--- src/core/ftfp_pkg.sv ---
// Function
// - Edge mode starts on rising edge plus data
// - Edge run ends on disable; in one-shot also on empty, done
// - Buffer reset stops transmission at once
// - Level mode sends only while trigger high
// - Low level halts; high resumes next word
// - One-shot modes refuse the level trigger
// - Pacing only in repeating-frame format
// - Idle gap between consecutive frames
// - Frame size counts 32-bit words
// - Pause counts idle strobe slots
// - Second-generation link uses both strobe edges
// - Zero pause means no gap
// - Output stalls while buffer lacks data
// - Suspend from receiver pauses output
// - Three indicator outputs for bus activity
// - Soft trigger bit gates sending
// - Clearing enable ends all transmission
package ftfp_pkg;

    // Data path widths
    localparam int unsigned FTFP_WORD_W     = 32;
    localparam int unsigned FTFP_FIFO_DEPTH = 16;
    localparam int unsigned FTFP_CNT_W      = 16;

    // Reset values
    localparam logic [FTFP_WORD_W-1:0] FTFP_DATA_RST = 32'h0000_0000;
    localparam logic [FTFP_CNT_W-1:0]  FTFP_CNT_RST  = 16'h0000;
    localparam logic [FTFP_CNT_W-1:0]  FTFP_CNT_ONE  = 16'h0001;
    localparam logic [1:0]             FTFP_SYNC_RST = 2'h0;

    // Trigger source selection
    typedef enum logic [1:0] {
        FTFP_TRIG_SOFT  = 2'h0,
        FTFP_TRIG_EDGE  = 2'h1,
        FTFP_TRIG_LEVEL = 2'h2,
        FTFP_TRIG_RSVD  = 2'h3
    } ftfp_trig_e;

    // Operating mode
    typedef enum logic [1:0] {
        FTFP_MODE_CONT    = 2'h0,
        FTFP_MODE_LOOP    = 2'h1,
        FTFP_MODE_SHOT    = 2'h2,
        FTFP_MODE_SHOT_RL = 2'h3
    } ftfp_mode_e;

    // Host configuration bundle
    typedef struct packed {
        ftfp_trig_e            trigSel;      // Trigger source
        ftfp_mode_e            opMode;       // Operating mode
        logic                  repeatFrames; // Repeating-frame format
        logic                  gen2Link;     // Second-generation link format
        logic [FTFP_CNT_W-1:0] frameSize;    // Words per frame
        logic [FTFP_CNT_W-1:0] framePause;   // Idle slots between frames
        logic [FTFP_CNT_W-1:0] blockSize;    // Words per one-shot block
    } ftfp_cfg_s;

    // Indicator outputs
    typedef struct packed {
        logic busBusy;
        logic dmaActive;
        logic irqRequest;
    } ftfp_led_s;

endpackage

--- src/core/ftfp_pacer.sv ---
`timescale 1ns/10ps
`default_nettype none

// Word buffer between the host writes and the link
module ftfp_fifo import ftfp_pkg::*; #(
    parameter int unsigned WIDTH = FTFP_WORD_W,
    parameter int unsigned DEPTH = FTFP_FIFO_DEPTH
) (
    input  wire logic             sys_clk,
    input  wire logic             srst,
    input  wire logic             clkEn,
    input  wire logic             flush,
    input  wire logic [WIDTH-1:0] wrData,
    input  wire logic             wrValid,
    output var  logic             wrReady,
    output var  logic [WIDTH-1:0] rdData,
    output var  logic             rdValid,
    input  wire logic             rdReady
);
    localparam int unsigned PTR_W = $clog2(DEPTH);
    localparam logic [PTR_W:0]   CNT_FULL = (PTR_W+1)'(DEPTH);
    localparam logic [PTR_W:0]   CNT_ZERO = '0;
    localparam logic [PTR_W-1:0] PTR_ZERO = '0;

    logic [WIDTH-1:0] mem [DEPTH];     // Storage array
    logic [PTR_W-1:0] wrPtr_q, wrPtr_d; // Write position
    logic [PTR_W-1:0] rdPtr_q, rdPtr_d; // Read position
    logic [PTR_W:0]   count_q, count_d; // Occupancy
    logic             ready_q, ready_d; // Registered not-full
    logic             push;
    logic             pop;

    // Pointer advance with wrap at the depth
    function automatic logic [PTR_W-1:0] ptrInc(input logic [PTR_W-1:0] p);
        if (p == PTR_W'(DEPTH - 1)) begin
            return PTR_ZERO;
        end
        return p + PTR_W'(1);
    endfunction

    // Read side falls through: the head word shows while count is nonzero
    assign push    = wrValid && ready_q;
    assign pop     = rdValid && rdReady;
    assign rdValid = (count_q != CNT_ZERO);
    assign rdData  = mem[rdPtr_q];
    assign wrReady = ready_q;

    // Next pointers and occupancy
    always_comb begin
        wrPtr_d = wrPtr_q;
        rdPtr_d = rdPtr_q;
        count_d = count_q;
        if (flush) begin
            // Flush drops everything, including a word offered now
            wrPtr_d = PTR_ZERO;
            rdPtr_d = PTR_ZERO;
            count_d = CNT_ZERO;
        end else begin
            if (push) begin
                wrPtr_d = ptrInc(wrPtr_q);
            end
            if (pop) begin
                rdPtr_d = ptrInc(rdPtr_q);
            end
            if (push && !pop) begin
                count_d = count_q + (PTR_W+1)'(1);
            end else if (pop && !push) begin
                count_d = count_q - (PTR_W+1)'(1);
            end
        end
        // Ready is registered, so it looks one word ahead
        ready_d = (count_d != CNT_FULL);
    end

    // Register pointers; storage has no reset
    always_ff @(posedge sys_clk) begin
        if (srst) begin
            wrPtr_q <= PTR_ZERO;
            rdPtr_q <= PTR_ZERO;
            count_q <= CNT_ZERO;
            ready_q <= 1'b0;
        end else if (clkEn) begin
            wrPtr_q <= wrPtr_d;
            rdPtr_q <= rdPtr_d;
            count_q <= count_d;
            ready_q <= ready_d;
        end
    end

    // Storage write
    always_ff @(posedge sys_clk) begin
        if (clkEn && push && !flush) begin
            mem[wrPtr_q] <= wrData;
        end
    end
endmodule

// Trigger gating and frame pacing for the transmit link
module ftfp_pacer import ftfp_pkg::*; (
    input  wire logic                   sys_clk,
    input  wire logic                   srst,
    input  wire logic                   clkEn,
    input  wire logic                   moduleEnableBit,
    input  wire logic                   softTriggerBit,
    input  wire logic                   bufferResetControl,
    input  wire ftfp_cfg_s              cfg,
    input  wire logic                   extTrigger,
    input  wire logic                   strobeIn,
    input  wire logic                   suspendIn,
    input  wire logic [FTFP_WORD_W-1:0] wrData,
    input  wire logic                   wrValid,
    output var  logic                   wrReady,
    input  wire ftfp_led_s              ledSrc,
    output var  logic [FTFP_WORD_W-1:0] txData,
    output var  logic                   txValid,
    output var  logic                   txFrameEnd,
    output var  logic                   runActive,
    output var  ftfp_led_s              ledOut
);
    // Pacing states
    typedef enum logic [1:0] {ST_IDLE, ST_SEND, ST_GAP} ftfp_state_e;

    logic [1:0] trigSync_q, trigSync_d;     // Trigger synchroniser
    logic       trigPrev_q, trigPrev_d;     // Last synced trigger
    logic [1:0] strbSync_q, strbSync_d;     // Strobe synchroniser
    logic       strbPrev_q, strbPrev_d;     // Last synced strobe
    logic [1:0] suspSync_q, suspSync_d;     // Suspend synchroniser
    logic       trigLevel;                  // Synced trigger level
    logic       trigRise;                   // One-cycle trigger edge
    logic       slot;                       // One transfer slot
    logic       suspended;                  // Receiver throttle

    ftfp_state_e           state_q, state_d;     // Pacing state
    logic                  armed_q, armed_d;     // Edge trigger latched
    logic [FTFP_CNT_W-1:0] wordCnt_q, wordCnt_d; // Words in frame
    logic [FTFP_CNT_W-1:0] gapCnt_q, gapCnt_d;   // Idle slots left
    logic [FTFP_CNT_W-1:0] blkCnt_q, blkCnt_d;   // Words in block
    logic [FTFP_WORD_W-1:0] txData_q, txData_d;  // Link data
    logic                  txValid_q, txValid_d; // Word strobe
    logic                  txEnd_q, txEnd_d;     // Last word of frame
    logic                  run_q, run_d;         // Sending allowed
    ftfp_led_s             led_q;                // Indicator flops

    logic                  fifoValid;
    logic [FTFP_WORD_W-1:0] fifoData;
    logic                  fifoPop;
    logic                  oneShot;
    logic                  srcOk;
    logic                  stopAll;
    logic                  lastWord;
    logic                  blockDone;

    // Word buffer in the data path
    ftfp_fifo #(
        .WIDTH (FTFP_WORD_W),
        .DEPTH (FTFP_FIFO_DEPTH)
    ) u_fifo (
        .sys_clk (sys_clk),
        .srst    (srst),
        .clkEn   (clkEn),
        .flush   (bufferResetControl),
        .wrData  (wrData),
        .wrValid (wrValid),
        .wrReady (wrReady),
        .rdData  (fifoData),
        .rdValid (fifoValid),
        .rdReady (fifoPop)
    );

    // Synchroniser next values; only stage two is read by logic
    always_comb begin
        trigSync_d = {trigSync_q[0], extTrigger};
        strbSync_d = {strbSync_q[0], strobeIn};
        suspSync_d = {suspSync_q[0], suspendIn};
        trigPrev_d = trigSync_q[1];
        strbPrev_d = strbSync_q[1];
    end

    // Synchroniser registers
    always_ff @(posedge sys_clk) begin
        if (srst) begin
            trigSync_q <= FTFP_SYNC_RST;
            strbSync_q <= FTFP_SYNC_RST;
            suspSync_q <= FTFP_SYNC_RST;
            trigPrev_q <= 1'b0;
            strbPrev_q <= 1'b0;
        end else if (clkEn) begin
            trigSync_q <= trigSync_d;
            strbSync_q <= strbSync_d;
            suspSync_q <= suspSync_d;
            trigPrev_q <= trigPrev_d;
            strbPrev_q <= strbPrev_d;
        end
    end

    // Edge detect compares stage two with its delayed copy, never stage one
    assign trigLevel = trigSync_q[1];
    assign trigRise  = trigSync_q[1] && !trigPrev_q;
    assign suspended = suspSync_q[1];
    // Second generation moves a word on each strobe edge
    assign slot = cfg.gen2Link ? (strbSync_q[1] != strbPrev_q)
                               : (strbSync_q[1] && !strbPrev_q);

    // Both one-shot flavours share the block-end and empty-buffer stops
    assign oneShot = (cfg.opMode == FTFP_MODE_SHOT) || (cfg.opMode == FTFP_MODE_SHOT_RL);
    // Disable or buffer reset kill the run at once
    assign stopAll = !moduleEnableBit || bufferResetControl;

    // Only the chosen source gates; level is refused in one-shot
    always_comb begin
        unique case (cfg.trigSel)
            FTFP_TRIG_SOFT:  srcOk = softTriggerBit;
            FTFP_TRIG_EDGE:  srcOk = armed_q;
            FTFP_TRIG_LEVEL: srcOk = trigLevel && !oneShot;
            default:         srcOk = 1'b0;
        endcase
    end

    // Zero frame size acts as one word per frame
    assign lastWord  = (wordCnt_q + FTFP_CNT_ONE) >= cfg.frameSize;
    // Block end matters only in one-shot modes
    assign blockDone = oneShot && ((blkCnt_q + FTFP_CNT_ONE) >= cfg.blockSize);

    // A word leaves only in a slot, unsuspended, with data present
    assign fifoPop = clkEn && (state_q == ST_SEND) && run_q && slot && !suspended
                     && fifoValid && !stopAll;

    // Edge latch and pacing next state
    always_comb begin
        armed_d   = armed_q;
        state_d   = state_q;
        wordCnt_d = wordCnt_q;
        gapCnt_d  = gapCnt_q;
        blkCnt_d  = blkCnt_q;
        if (stopAll) begin
            // Everything returns to idle, partial frame dropped
            armed_d   = 1'b0;
            state_d   = ST_IDLE;
            wordCnt_d = FTFP_CNT_RST;
            gapCnt_d  = FTFP_CNT_RST;
            blkCnt_d  = FTFP_CNT_RST;
        end else begin
            // A new edge wins over the end of the previous block
            if (fifoPop && blockDone) begin
                armed_d = 1'b0;
            end
            if (oneShot && !fifoValid && (state_q == ST_SEND)) begin
                armed_d = 1'b0;
            end
            if (cfg.trigSel == FTFP_TRIG_EDGE && trigRise) begin
                armed_d = 1'b1;
            end
            unique case (state_q)
                ST_IDLE: begin
                    // Leave idle once enabled
                    state_d = ST_SEND;
                end
                ST_SEND: begin
                    // A stall keeps the word count, so a resumed run finishes the frame
                    if (fifoPop) begin
                        blkCnt_d = blockDone ? FTFP_CNT_RST : blkCnt_q + FTFP_CNT_ONE;
                        if (lastWord) begin
                            wordCnt_d = FTFP_CNT_RST;
                            // Gap only for repeating frames with nonzero pause
                            if (cfg.repeatFrames && cfg.framePause != FTFP_CNT_RST) begin
                                state_d  = ST_GAP;
                                gapCnt_d = cfg.framePause;
                            end
                        end else begin
                            wordCnt_d = wordCnt_q + FTFP_CNT_ONE;
                        end
                    end
                end
                ST_GAP: begin
                    // Count idle slots; no data driven meanwhile
                    if (slot) begin
                        gapCnt_d = gapCnt_q - FTFP_CNT_ONE;
                        if (gapCnt_q == FTFP_CNT_ONE) begin
                            state_d = ST_SEND;
                        end
                    end
                end
            endcase
        end
    end

    // Pacing registers
    always_ff @(posedge sys_clk) begin
        if (srst) begin
            armed_q   <= 1'b0;
            state_q   <= ST_IDLE;
            wordCnt_q <= FTFP_CNT_RST;
            gapCnt_q  <= FTFP_CNT_RST;
            blkCnt_q  <= FTFP_CNT_RST;
        end else if (clkEn) begin
            armed_q   <= armed_d;
            state_q   <= state_d;
            wordCnt_q <= wordCnt_d;
            gapCnt_q  <= gapCnt_d;
            blkCnt_q  <= blkCnt_d;
        end
    end

    // Link output next values
    always_comb begin
        run_d     = !stopAll && srcOk;
        txValid_d = fifoPop;
        txEnd_d   = fifoPop && lastWord;
        // Data holds between words; txValid alone marks a new one
        txData_d  = fifoPop ? fifoData : txData_q;
    end

    // Link output registers
    always_ff @(posedge sys_clk) begin
        if (srst) begin
            run_q     <= 1'b0;
            txValid_q <= 1'b0;
            txEnd_q   <= 1'b0;
            txData_q  <= FTFP_DATA_RST;
        end else if (clkEn) begin
            run_q     <= run_d;
            txValid_q <= txValid_d;
            txEnd_q   <= txEnd_d;
            txData_q  <= txData_d;
        end
    end

    // Indicator flops, same-clock sources
    // One cycle late with no stretching, so very short bursts may not show
    always_ff @(posedge sys_clk) begin
        if (srst) begin
            led_q <= '0;
        end else if (clkEn) begin
            led_q <= ledSrc;
        end
    end

    assign txData     = txData_q;
    assign txValid    = txValid_q;
    assign txFrameEnd = txEnd_q;
    assign runActive  = run_q;
    assign ledOut     = led_q;
endmodule

`default_nettype wire

--- config.mk ---
export PLATFORM = sky130hd
export DESIGN_NAME = ftfp_pacer
export DESIGN_NICKNAME = d
export VERILOG_FILES = /design/src/core/ftfp_pkg.sv /design/src/core/ftfp_pacer.sv
export SDC_FILE = /design/constraint.sdc
export NUM_CORES = 1
export LEC_CHECK = 0
export ABC_CLOCK_PERIOD_IN_PS = 8100
export BUFFER_PORTS_ARGS = -buffer_cell sky130_fd_sc_hd__clkbuf_2
export CAP_MARGIN = 30
export CORE_UTILIZATION = 53
export CTS_CLUSTER_SIZE = 12
export DETAILED_ROUTE_END_ITERATION = 7
export GPL_ROUTABILITY_DRIVEN = 0
export PLACE_DENSITY = 0.72
export REMOVE_ABC_BUFFERS = 1
export SYNTH_ARGS = -nofsm -noshare
export SYNTH_HDL_FRONTEND = slang
export SYNTH_SLANG_ARGS = --single-unit
--- constraint.sdc ---
create_clock -name sys_clk -period 8.1 [get_ports sys_clk]
set_input_delay 0.405 -clock sys_clk [delete_from_list [all_inputs] [get_ports sys_clk]]
set_output_delay 0.405 -clock sys_clk [all_outputs]
set_load 0.01 [all_outputs]
* Word-level counts from Yosys, hierarchy flattened
Memories as Yosys holds them, arrays and structs flattened. A register that Yosys moved wholly into a read port is not among the register bits.
Cells that the tools add are included.
** Storage, ports and cells
- Output and inout port bits :: 39
- Memories :: 1
- Flip-flop bits (word level) :: 79
- Memory bits (writable) :: 512
** Memory list
- u_fifo.mem :: depth 16, bits a word 32, read ports 1, clocked after Yosys merged registers in 1, wr ports 1, line ftfp_pacer.sv:25 : logic [WIDTH-1:0] mem [DEPTH];
** Operators by class
- Eq/ne operators :: 16
- $lt $le $gt $ge :: 2
- Reductions and logical operators :: 52
- $add $sub $neg :: 7
- Multiplexer cells :: 46
** Operators with widths (count)
- 16-bit 2-to-1 mux :: 13
- 16-bit by 1-bit adder with 16-bit output, second input constant :: 2
- 16-bit >= comparator :: 2
- 4-bit 2-to-1 mux :: 8
- 16-bit case mux with 2 select lines :: 1
- 1-bit logical AND :: 23
- 16-bit by 1-bit == test with 1-bit output, second input constant :: 1
- 16-bit nonzero test :: 1
- 16-bit by 1-bit subtractor with 16-bit output, second input constant :: 1
- 5-bit 2-to-1 mux :: 3
- 1-bit 2-to-1 mux :: 13
- 2-bit 2-to-1 mux :: 6
- 3-bit != test, second input constant :: 4
- 6-bit AND reduction :: 2
- 1-bit logical NOT :: 10
- 4-bit by 1-bit adder with 4-bit output, second input constant :: 2
- 2-bit == test, second input constant :: 4
- 4-bit == test, second input constant :: 2
- 2-bit AND reduction :: 4
- 2-bit nonzero test :: 4
- 2-bit case mux with 3 select lines :: 1
- 5-bit by 1-bit adder with 5-bit output, second input constant :: 1
- 5-bit != test, second input constant :: 1
- 5-bit nonzero test :: 1
- 10 further kinds :: 13

* Depth between registers and ports, before layout
Gate-level depths: netlist of run 1.
- Depth after elaboration :: 13
- Mapped depth :: 16

* Cells and area by module
Synthesis of run 1 repeated with hierarchy kept, for this count alone.
** Second synthesis, totals
- Cell total of the unflattened synthesis :: 1571
- Area, all modules :: 25984.9 µm²
** Modules (own cells, without submodules)
- ftfp_fifo :: area an instance 20320.7 µm², cells an instance 866, sequential area each 15735.1 µm², instances 1
- ftfp_pacer :: area an instance 5664.2 µm², cells an instance 705, sequential area each 1941.9 µm², instances 1

* Worst setup path after synthesis of run 1
OpenSTA, ideal clock, no wires.
- Path type :: input port to flip-flop
- Start :: input clkEn
- End :: memory u_fifo.mem[3][0] (netlist bit), enable pin
- Slack :: 3.377 ns
- Stages :: 5
- Arrival :: 4.221 ns
- Data required time :: 7.599 ns
- Library setup time :: 0.501 ns
- Buffers on the path :: 1
- Path through :: buf_2 > inv_1 > nor2_1 > nand2_1 > nor4_1
** On the way
- Cells in the longest elaborated chain, start to end :: 4
** Ends and longest elaborated chain
- start, declared :: line ftfp_pacer.sv:102 : input wire logic clkEn,
- 1-bit logical AND (2 in a row) :: line ftfp_pacer.sv:92 : if (clkEn && push && !flush) begin
- 1-bit 2-to-1 mux :: line ftfp_pacer.sv:92
- 1-bit 2-to-1 mux (not written as such) :: line ftfp_pacer.sv:93 : mem[wrPtr_q] <= wrData;
- end, declared :: line ftfp_pacer.sv:25
No other way between the ends.

* Worst setup path in the final report of run 1
- Start :: register wordCnt_q[0]
- End :: register gapCnt_q[9]
** On the way
- Cells in the longest elaborated chain, start to end :: 4
** Ends and longest elaborated chain
- start, declared :: line ftfp_pacer.sv:135 : logic [FTFP_CNT_W-1:0] wordCnt_q, wordCnt_d;
- start signal, assigned :: line ftfp_pacer.sv:298 : wordCnt_q <= wordCnt_d;
- 16-bit by 1-bit adder with 16-bit output :: line ftfp_pacer.sv:220 : assign lastWord = (wordCnt_q + FTFP_CNT_ONE) >= cfg.frameSize;
- 16-bit >= comparator :: line ftfp_pacer.sv:220
- 3-bit != test (no source line)
- 6-bit AND reduction (no source line)
- end signal, assigned :: line ftfp_pacer.sv:299 : gapCnt_q <= gapCnt_d;
- end, declared :: line ftfp_pacer.sv:136 : logic [FTFP_CNT_W-1:0] gapCnt_q, gapCnt_d;
No other way between the ends.
A chain may end at the register's enable or synchronous reset.

==> qor.csv, run 1 <==
metric;value;unit
status;complete, no violations;
netlist.area_leader.share;0.5965;
drv_slew;0;
core_area;0.04785;mm²
path_clk_slew;0.06;ns
netlist_area;0.02577;mm²
final_nets;1858;
synthDistinctLibCells;69;
drt-initial-drc-count;1288;
crit_required;8.58;ns
crit_end;gapCnt_q[9];
synth_seq_cells;623;
cts_sinks;623;
fp-row-count;80;
cp.depth;15;
reg2regPathDepth;15;
reg2reg_to;gapCnt_q[9];
synth_xor_area_frac;0.01325;
fin_worst_skew;0.01645;ns
grt_pass1_vias;14225;
place_area;0.02728;mm²
relSlewSlack;0.2722;
ios;138;
portBuffers;136;
p_leak;9.898;nW
path_max_fanout;14;
ir_worst_vdd;0.2256;mV
cp-start-kind;flip-flop;
route.detailed.drc;0;
hold_class;in -> reg;
die_h;222.5;µm
crit_path_top_delay_cell;nor2_2;
grt-ovfl-total;0;
final_area;0.02939;mm²
worstSetupEndpointType;flip-flop;
num-fill-cells;3493;
synth_compound_area_frac;0.04359;
holdBufCountCts;0;
fin_crit_sh;0.5241;
rrSetupSlack;3.85;ns
synth_flop_cell;edfxtp_1;
critical_path_arrival;4.73;ns
rsz0062_at_grt;false;
place_hpwl;30.07;mm
drt-total-wl;55.24;mm
synthCells;1558;
htree_levels;3;
fmaxAchievable;0.2356;GHz
worst_pin_slew;1.092;ns
initial_core_util;0.5387;
die_area;0.04952;mm²
yosysWarnings;0;
cap_violations;0;
avgSynthCellArea;16.54;µm²
fin_setup_tns;0;ns
cts_resized;0;
finalHoldViolations;0;
synth_seq_area_share;0.6827;
grt_usage;0.2267;
antenna_found_initial;1;
power_density;225.1;mW/mm²
crit_chain;ha_1, and3_1, and3_1, nand3_1, nor2_1, xor2_1, ha_1, o21ai_0, o21ai_0, o2111ai_1, o211ai_1, buf_4, a41oi_1, nor2_2, mux2_2;
min_period;4.245;ns
cpLargestDelayFamily;simple AND/OR/NAND/NOR gates;
antenna_left;0;
r2r-start;wordCnt_q[0];
synth_top_family_by_area;multiplexers;
max_stage_delay;0.67;ns
grt_max_degree;127;
async_flop_share;0;
synth.area.top_cells;edfxtp_1 (60%), mux4_2 (14%), dfxtp_1 (8.6%), ha_1 (2.1%), nand2_1 (1.9%);
worstSetupPathType;reg -> reg;
num_vias;14287;
cts_setup_buffers;0;
cts_tree;done;
clkLatencyLatePin;0.60;ns
firstDrtPassIters;5;
drive_above_1_share;0.2641;
synthMuxAreaShare;0.1494;
synth-edff-count;512;
wire_per_inst;23.18;µm
diodes;0;
clockBufferDepth;3;
synth-simple-area-share;0.07000;
setup_viol;0;
crit_start;wordCnt_q[0];
synthAdderAreaFrac;0.02136;
cts_made_buffers;67;
grt_first_pass_wirelength;83.72;mm
worst-path-buf-inv;1;
yosys.area.top_type;edfxtp_1;
viasPerCell;5.995;
die_w;222.5;µm
cts_root_buffer;clkbuf_16;
area.growth.synth_to_final;14.01;%
==> flip-flops by register name, indices dropped and copies added, names as in the netlist, 3 cells and up <==
register        cells
wordCnt_q          16
u_fifo.wrPtr_q      4
gapCnt_q           16
u_fifo.rdPtr_q      4
blkCnt_q           16
ledOut              3
u_fifo.mem        512
u_fifo.count_q      5
txData             32
==> metrics by stage <==
stage	instances	worst slack (ns)	utilization	power (mW)	hold WS (ns)
3_5_place_dp	2261	3.894	0.5702	3.783	0.4437
2_1_floorplan	1480	1.370	-	3.698	0.4523
5_1_grt	2383	3.489	0.6142	6.811	0.03819
3_3_place_gp	2256	3.953	0.5683	3.775	0.4390
6_report	2383	3.855	0.6142	6.615	0.05033
4_1_cts	2383	3.882	0.6142	6.674	0.02014
==> layout by cell type (no fill, tap or decap), types with 6 or more instances in the layout <==
cell type	count
edfxtp_1	512
mux4_2	160
clkbuf_2	135
nand2_1	132
dfxtp_1	107
a21oi_1	77
clkbuf_16	68
nor2_1	64
inv_1	47
ha_1	44
o21ai_0	41
nand3_1	34
clkbuf_1	27
buf_4	26
xnor2_1	23
mux2i_1	19
xor2_1	16
nor3_1	16
nand2b_1	16
nand4_1	14
nor2b_1	13
a22oi_1	10
or2_2	9
and2_1	7
nor4_1	7
o211ai_1	7
a22o_1	7
clkbuf_8	7
and3_1	6
clkinv_1	6
==> worst register-to-register path: stages, from the launching register on <==
cell	delay (ns)
dfxtp_1	0.41
ha_1	0.26
and3_1	0.26
and3_1	0.34
nand3_1	0.20
nor2_1	0.16
xor2_1	0.22
ha_1	0.22
o21ai_0	0.09
o21ai_0	0.20
o2111ai_1	0.14
o211ai_1	0.10
buf_4	0.24
a41oi_1	0.22
nor2_2	0.67
mux2_2	0.41
==> power by group <==
part | switching [mW] | internal (mW)
Clock | 1.23 | 1.67
Sequential | 0.00687 | 3.47
Combinational | 0.133 | 0.104
==> kinds of logic after synthesis <==
| group | after synthesis |
|---|---|
| compound gates | 182 |
| xor+xnor | 39 |
| fa+ha+maj | 44 |
| buf+inv | 125 |
| flops | 623 |
| mux | 184 |
| simple gates | 361 |
==> cell usage after synthesis, types with 19 or more instances <==
library cell and count:
nand2_1 132, nand3_1 34, o21ai_0 41, edfxtp_1 512
ha_1 44, xnor2_1 23, clkbuf_1 44, buf_2 22
nor3_1 20, a21oi_1 77, nor2_1 68, mux4_2 160
dfxtp_1 111, inv_1 47, mux2i_1 19
==> final cells by class <==
cell class              count  area (µm²)  area share
well taps                 615       769.5     0.02619
repair buffers            166       970.9     0.03304
clock inverters            20       206.4    0.007025
clock buffers             102        1899     0.06463
multi-input cells         810        7756      0.2639
inverters                  47       176.4    0.006004
flip-flops and latches    623       17610      0.5992
==> how the worst min path moves through the flow <==
stage                     depth (start not counted)  slack (ns)             to       start
final                                             3        0.05      ledOut[2]   ledSrc[2]
after global routing                              3        0.04  suspSync_q[0]   suspendIn
after CTS                                         3        0.02      ledOut[2]   ledSrc[2]
after detailed placement                          2        0.44     txData[17]  txData[17]
after global placement                            2        0.44      txData[2]   txData[2]
after floorplan                                   2        0.45     trigPrev_q  trigPrev_q
==> metal layers <==
layer / wire [µm] / global-route usage
met5: 13 / 0
met4: 1116 / 0.06162
met3: 3648 / 0.04324
met2: 27270 / 0.3698
met1: 23190 / 0.3146
(Power assumes the default switching activity.)
==> run 2, diff against run 1 <==
--- a/config.mk
+++ b/config.mk
@@ -5,7 +5,8 @@
 export SDC_FILE = /design/constraint.sdc
 export NUM_CORES = 1
 export LEC_CHECK = 0
-export ABC_CLOCK_PERIOD_IN_PS = 8100
+export ABC_AREA = 1
+export ABC_CLOCK_PERIOD_IN_PS = 4400
 export BUFFER_PORTS_ARGS = -buffer_cell sky130_fd_sc_hd__clkbuf_2
 export CAP_MARGIN = 30
 export CORE_UTILIZATION = 53
==> constraint.sdc (replaced) <==
create_clock -name sys_clk -period 4.4 [get_ports sys_clk]
set_input_delay 0.22 -clock sys_clk [delete_from_list [all_inputs] [get_ports sys_clk]]
set_output_delay 0.22 -clock sys_clk [all_outputs]
set_load 0.01 [all_outputs]
==> qor.csv, run 2 <==
metric;value;unit;change
netlist_top_cells_count;edfxtp_1 (512), nor2_1 (250), nand2_1 (212);;was edfxtp_1 (512), mux4_2 (160), nand2_1 (132)
cts_root_buffer;clkbuf_16;;unchanged
async_flop_share;0;;unchanged
cap_violations;0;;unchanged
drv_slew;0;;unchanged
avgSynthCellArea;12.02;µm²;was 16.54 µm²
initial_core_util;0.5410;;was 0.5387
grt_first_pass_wirelength;96.40;mm;was 83.72 mm
hold_start;wrData[10];;was ledSrc[2]
num-fill-cells;3828;;was 3493
synthCells;2217;;was 1558
grt_usage;0.2470;;was 0.2267
place_area;0.02807;mm²;was 0.02728 mm²
place_hpwl;34.07;mm;was 30.07 mm
setup_viol;0;;unchanged
cts_tree;done;;unchanged
dp.cells;2929;;was 2261
antenna_left;0;;unchanged
crit_chain;ha_1, nand2_1, nor2_2, nand3_1, nor2_1, nand4_1, inv_1, nand4_1, nand2_1, inv_2, ha_1, nand2_1, nor3_2, nand3_1, nand3_2, nand2_1, nand2_2, nand2_1, nand2_1, a21oi_1;;was ha_1, and3_1, and3_1, nand3_1, nor2_1, xor2_1, ha_1, o21ai_0, o21ai_0, o2111ai_1, o211ai_1, buf_4, a41oi_1, nor2_2, mux2_2
largest-register;u_fifo.mem;;unchanged
r2r-start;wordCnt_q[0];;unchanged
largest_reg_flops;512;;unchanged
viasPerCell;5.891;;was 5.995
drt-total-wl;62.37;mm;was 55.24 mm
core_area;0.04925;mm²;was 0.04785 mm²
synth_xor_area_frac;0.01052;;was 0.01325
worst-path-buf-inv;2;;was 1
final_common_cell;edfxtp_1;;unchanged
synth.most_common_cell;edfxtp_1;;unchanged
crit_start;wordCnt_q[0];;unchanged
synth_seq_cells;623;;unchanged
multi_input_comb_area;0.007915;mm²;was 0.007756 mm²
status;complete, no violations;;unchanged
synth_flop_cell;edfxtp_1;;unchanged
worstSetupPathType;reg -> reg;;unchanged
regArea;0.01761;mm²;unchanged
crit_path_top_delay_cell;dfxtp_1;;was nor2_2
cts_sinks;623;;unchanged
max_stage_delay;0.40;ns;was 0.67 ns
synth-simple-area-share;0.1074;;was 0.07000
synth.area.top_cells;edfxtp_1 (58%), dfxtp_1 (8.3%), mux2i_1 (4.8%), o221ai_1 (4.2%), nor2_1 (3.5%);;was edfxtp_1 (60%), mux4_2 (14%), dfxtp_1 (8.6%), ha_1 (2.1%), nand2_1 (1.9%)
reg2regPathDepth;20;;was 15
clockBufferDepth;3;;unchanged
power_density;405.3;mW/mm²;was 225.1 mW/mm²
cts_made_buffers;67;;unchanged
ir_worst_vdd;0.3272;mV;was 0.2256 mV
num_vias;17996;;was 14287
path_clk_slew;0.06;ns;about the same
die_area;0.05118;mm²;was 0.04952 mm²
critical_path_arrival;3.99;ns;was 4.73 ns
area.growth.synth_to_final;13.34;%;was 14.01%
finalHoldViolations;0;;unchanged
cts_resized;0;;unchanged
yosys.area.top_type;edfxtp_1;;unchanged
fmaxAchievable;0.2827;GHz;was 0.2356 GHz
reg2reg_to;gapCnt_q[3];;was gapCnt_q[9]
worstSetupEndpointType;flip-flop;;unchanged
ios;138;;unchanged
synthAdderAreaFrac;0.02066;;was 0.02136
fin_worst_skew;0.02093;ns;was 0.01645 ns
rsz0062_at_grt;false;;unchanged
final_cell_mix;edfxtp_1 (512), nor2_1 (237), nand2_1 (212);;was edfxtp_1 (512), mux4_2 (160), clkbuf_2 (135)
grt_max_degree;170;;was 127
relSlewSlack;0.2603;;was 0.2722
synth-edff-count;512;;unchanged
crit_required;4.85;ns;was 8.58 ns
cp_common_cell;nand2_1;;
crit_end;gapCnt_q[3];;was gapCnt_q[9]
synth_top_family_by_area;simple AND/OR/NAND/NOR gates;;was multiplexers
clkLatencyLatePin;0.59;ns;was 0.60 ns
synth_compound_area_frac;0.1061;;was 0.04359
fp-row-count;81;;was 80
wire_per_inst;20.42;µm;was 23.18 µm
firstDrtPassIters;5;;unchanged
rrSetupSlack;0.86;ns;was 3.85 ns
final_area;0.03020;mm²;was 0.02939 mm²
final_nets;2486;;was 1858
power;12.24;mW;was 6.615 mW
portBuffers;136;;unchanged
htree_levels;3;;unchanged
synthDistinctLibCells;43;;was 69
fin_cells;3055;;was 2383
synth_seq_area_share;0.6604;;was 0.6827
p_leak;10.69;nW;was 9.898 nW
netlist.area_leader.share;0.5770;;was 0.5965
worst_pin_slew;1.110;ns;was 1.092 ns
die_w;226.2;µm;was 222.5 µm
yosysWarnings;0;;unchanged
route.detailed.drc;0;;unchanged
min_period;3.538;ns;was 4.245 ns
drt-initial-drc-count;1850;;was 1288
cp.depth;20;;was 15
cp-start-kind;flip-flop;;unchanged
die_h;226.2;µm;was 222.5 µm
antenna_found_initial;3;;was 1
drive_above_1_share;0.1280;;was 0.2641
path_max_fanout;26;;was 14
synthMuxAreaShare;0.04808;;was 0.1494
grt-ovfl-total;0;;unchanged
hold_class;in -> reg;;unchanged
grt_pass1_vias;17371;;was 14225
fin_crit_sh;0.8040;;was 0.5241
cpLargestDelayFamily;simple AND/OR/NAND/NOR gates;;unchanged
netlist_area;0.02665;mm²;was 0.02577 mm²
==> run 2: metal layers <==
metal	global-route usage	vias to the layer above	wire, µm
met4	0.09329	4	1694
met2	0.4066	737	29950
met5	0	-	26
met1	0.3274	8766	25870
met3	0.04320	129	4833
li1	-	8360	-
==> run 2: how the worst min path moves through the flow <==
stage                              endpoint  slack, ns  cells after the start
after CTS                 u_fifo.mem[4][23]      0.004                      1
after global placement           strbPrev_q       0.44                      2
after floorplan                     armed_q       0.29                      1
after detailed placement      trigSync_q[0]       0.45                      3
final                     u_fifo.mem[9][10]       0.03                      1
after global routing      u_fifo.mem[8][22]       0.05                      1
==> run 2: cells by family (layout without fill, tap and decap cells) <==
logic type               count (synthesis)  count (layout)
other                                    0               1
multiplexers                           128             128
flip-flops                             623             623
adder cells (fa/ha/maj)                 44              44
XOR/XNOR                                32              32
AO/OA/AOI/OAI                          436             436
AND/OR/NAND/NOR                        668             668
buffers and inverters                  286             459
==> run 2: worst reg2reg max path, cell delays in order (launching register included) <==
cell,delay [ns]
dfxtp_1,0.40
ha_1,0.21
nand2_1,0.08
nor2_2,0.14
nand3_1,0.14
nor2_1,0.15
nand4_1,0.14
inv_1,0.10
nand4_1,0.07
nand2_1,0.10
inv_2,0.04
ha_1,0.26
nand2_1,0.09
nor3_2,0.24
nand3_1,0.12
nand3_2,0.15
nand2_1,0.10
nand2_2,0.36
nand2_1,0.30
nand2_1,0.15
a21oi_1,0.07
==> run 2: timing repair <==
item / 4_1_cts / 5_1_grt
setup buffers: 0 / 0
hold buffers: 9 / 0
hold endpoints to repair: 8 / 0
==> run 2: final cells by class <==
| class | count | area share |
|---|---|---|
| timing repair buffer | 184 | 0.03986 |
| multi-input combinational | 1308 | 0.2621 |
| inverter | 159 | 0.02001 |
| sequential | 623 | 0.5830 |
| clock inverter | 17 | 0.004557 |
| clock buffer | 99 | 0.06289 |
| tap | 664 | 0.02751 |
| antenna | 1 | 0.00008286 |
==> run 2: metrics by stage <==
step | setup TNS, ns | hold slack (ns) | worst slack (ns) | util
floorplan | -252.52 | 0.2891 | -7.424 | -
global placement | 0 | 0.4444 | 0.9668 | 0.5688
detailed placement | 0 | 0.4493 | 0.9026 | 0.5699
CTS | 0 | 0.004415 | 0.8489 | 0.6131
global route | 0 | 0.04544 | 0.4049 | 0.6131
finish | 0 | 0.02756 | 0.8623 | 0.6131
==> run 2: where the power goes <==
| group | switching (mW) | internal (mW) |
|---|---|---|
| Clock | 2.19 | 3.10 |
| Combinational | 0.354 | 0.179 |
| Sequential | 0.0220 | 6.40 |
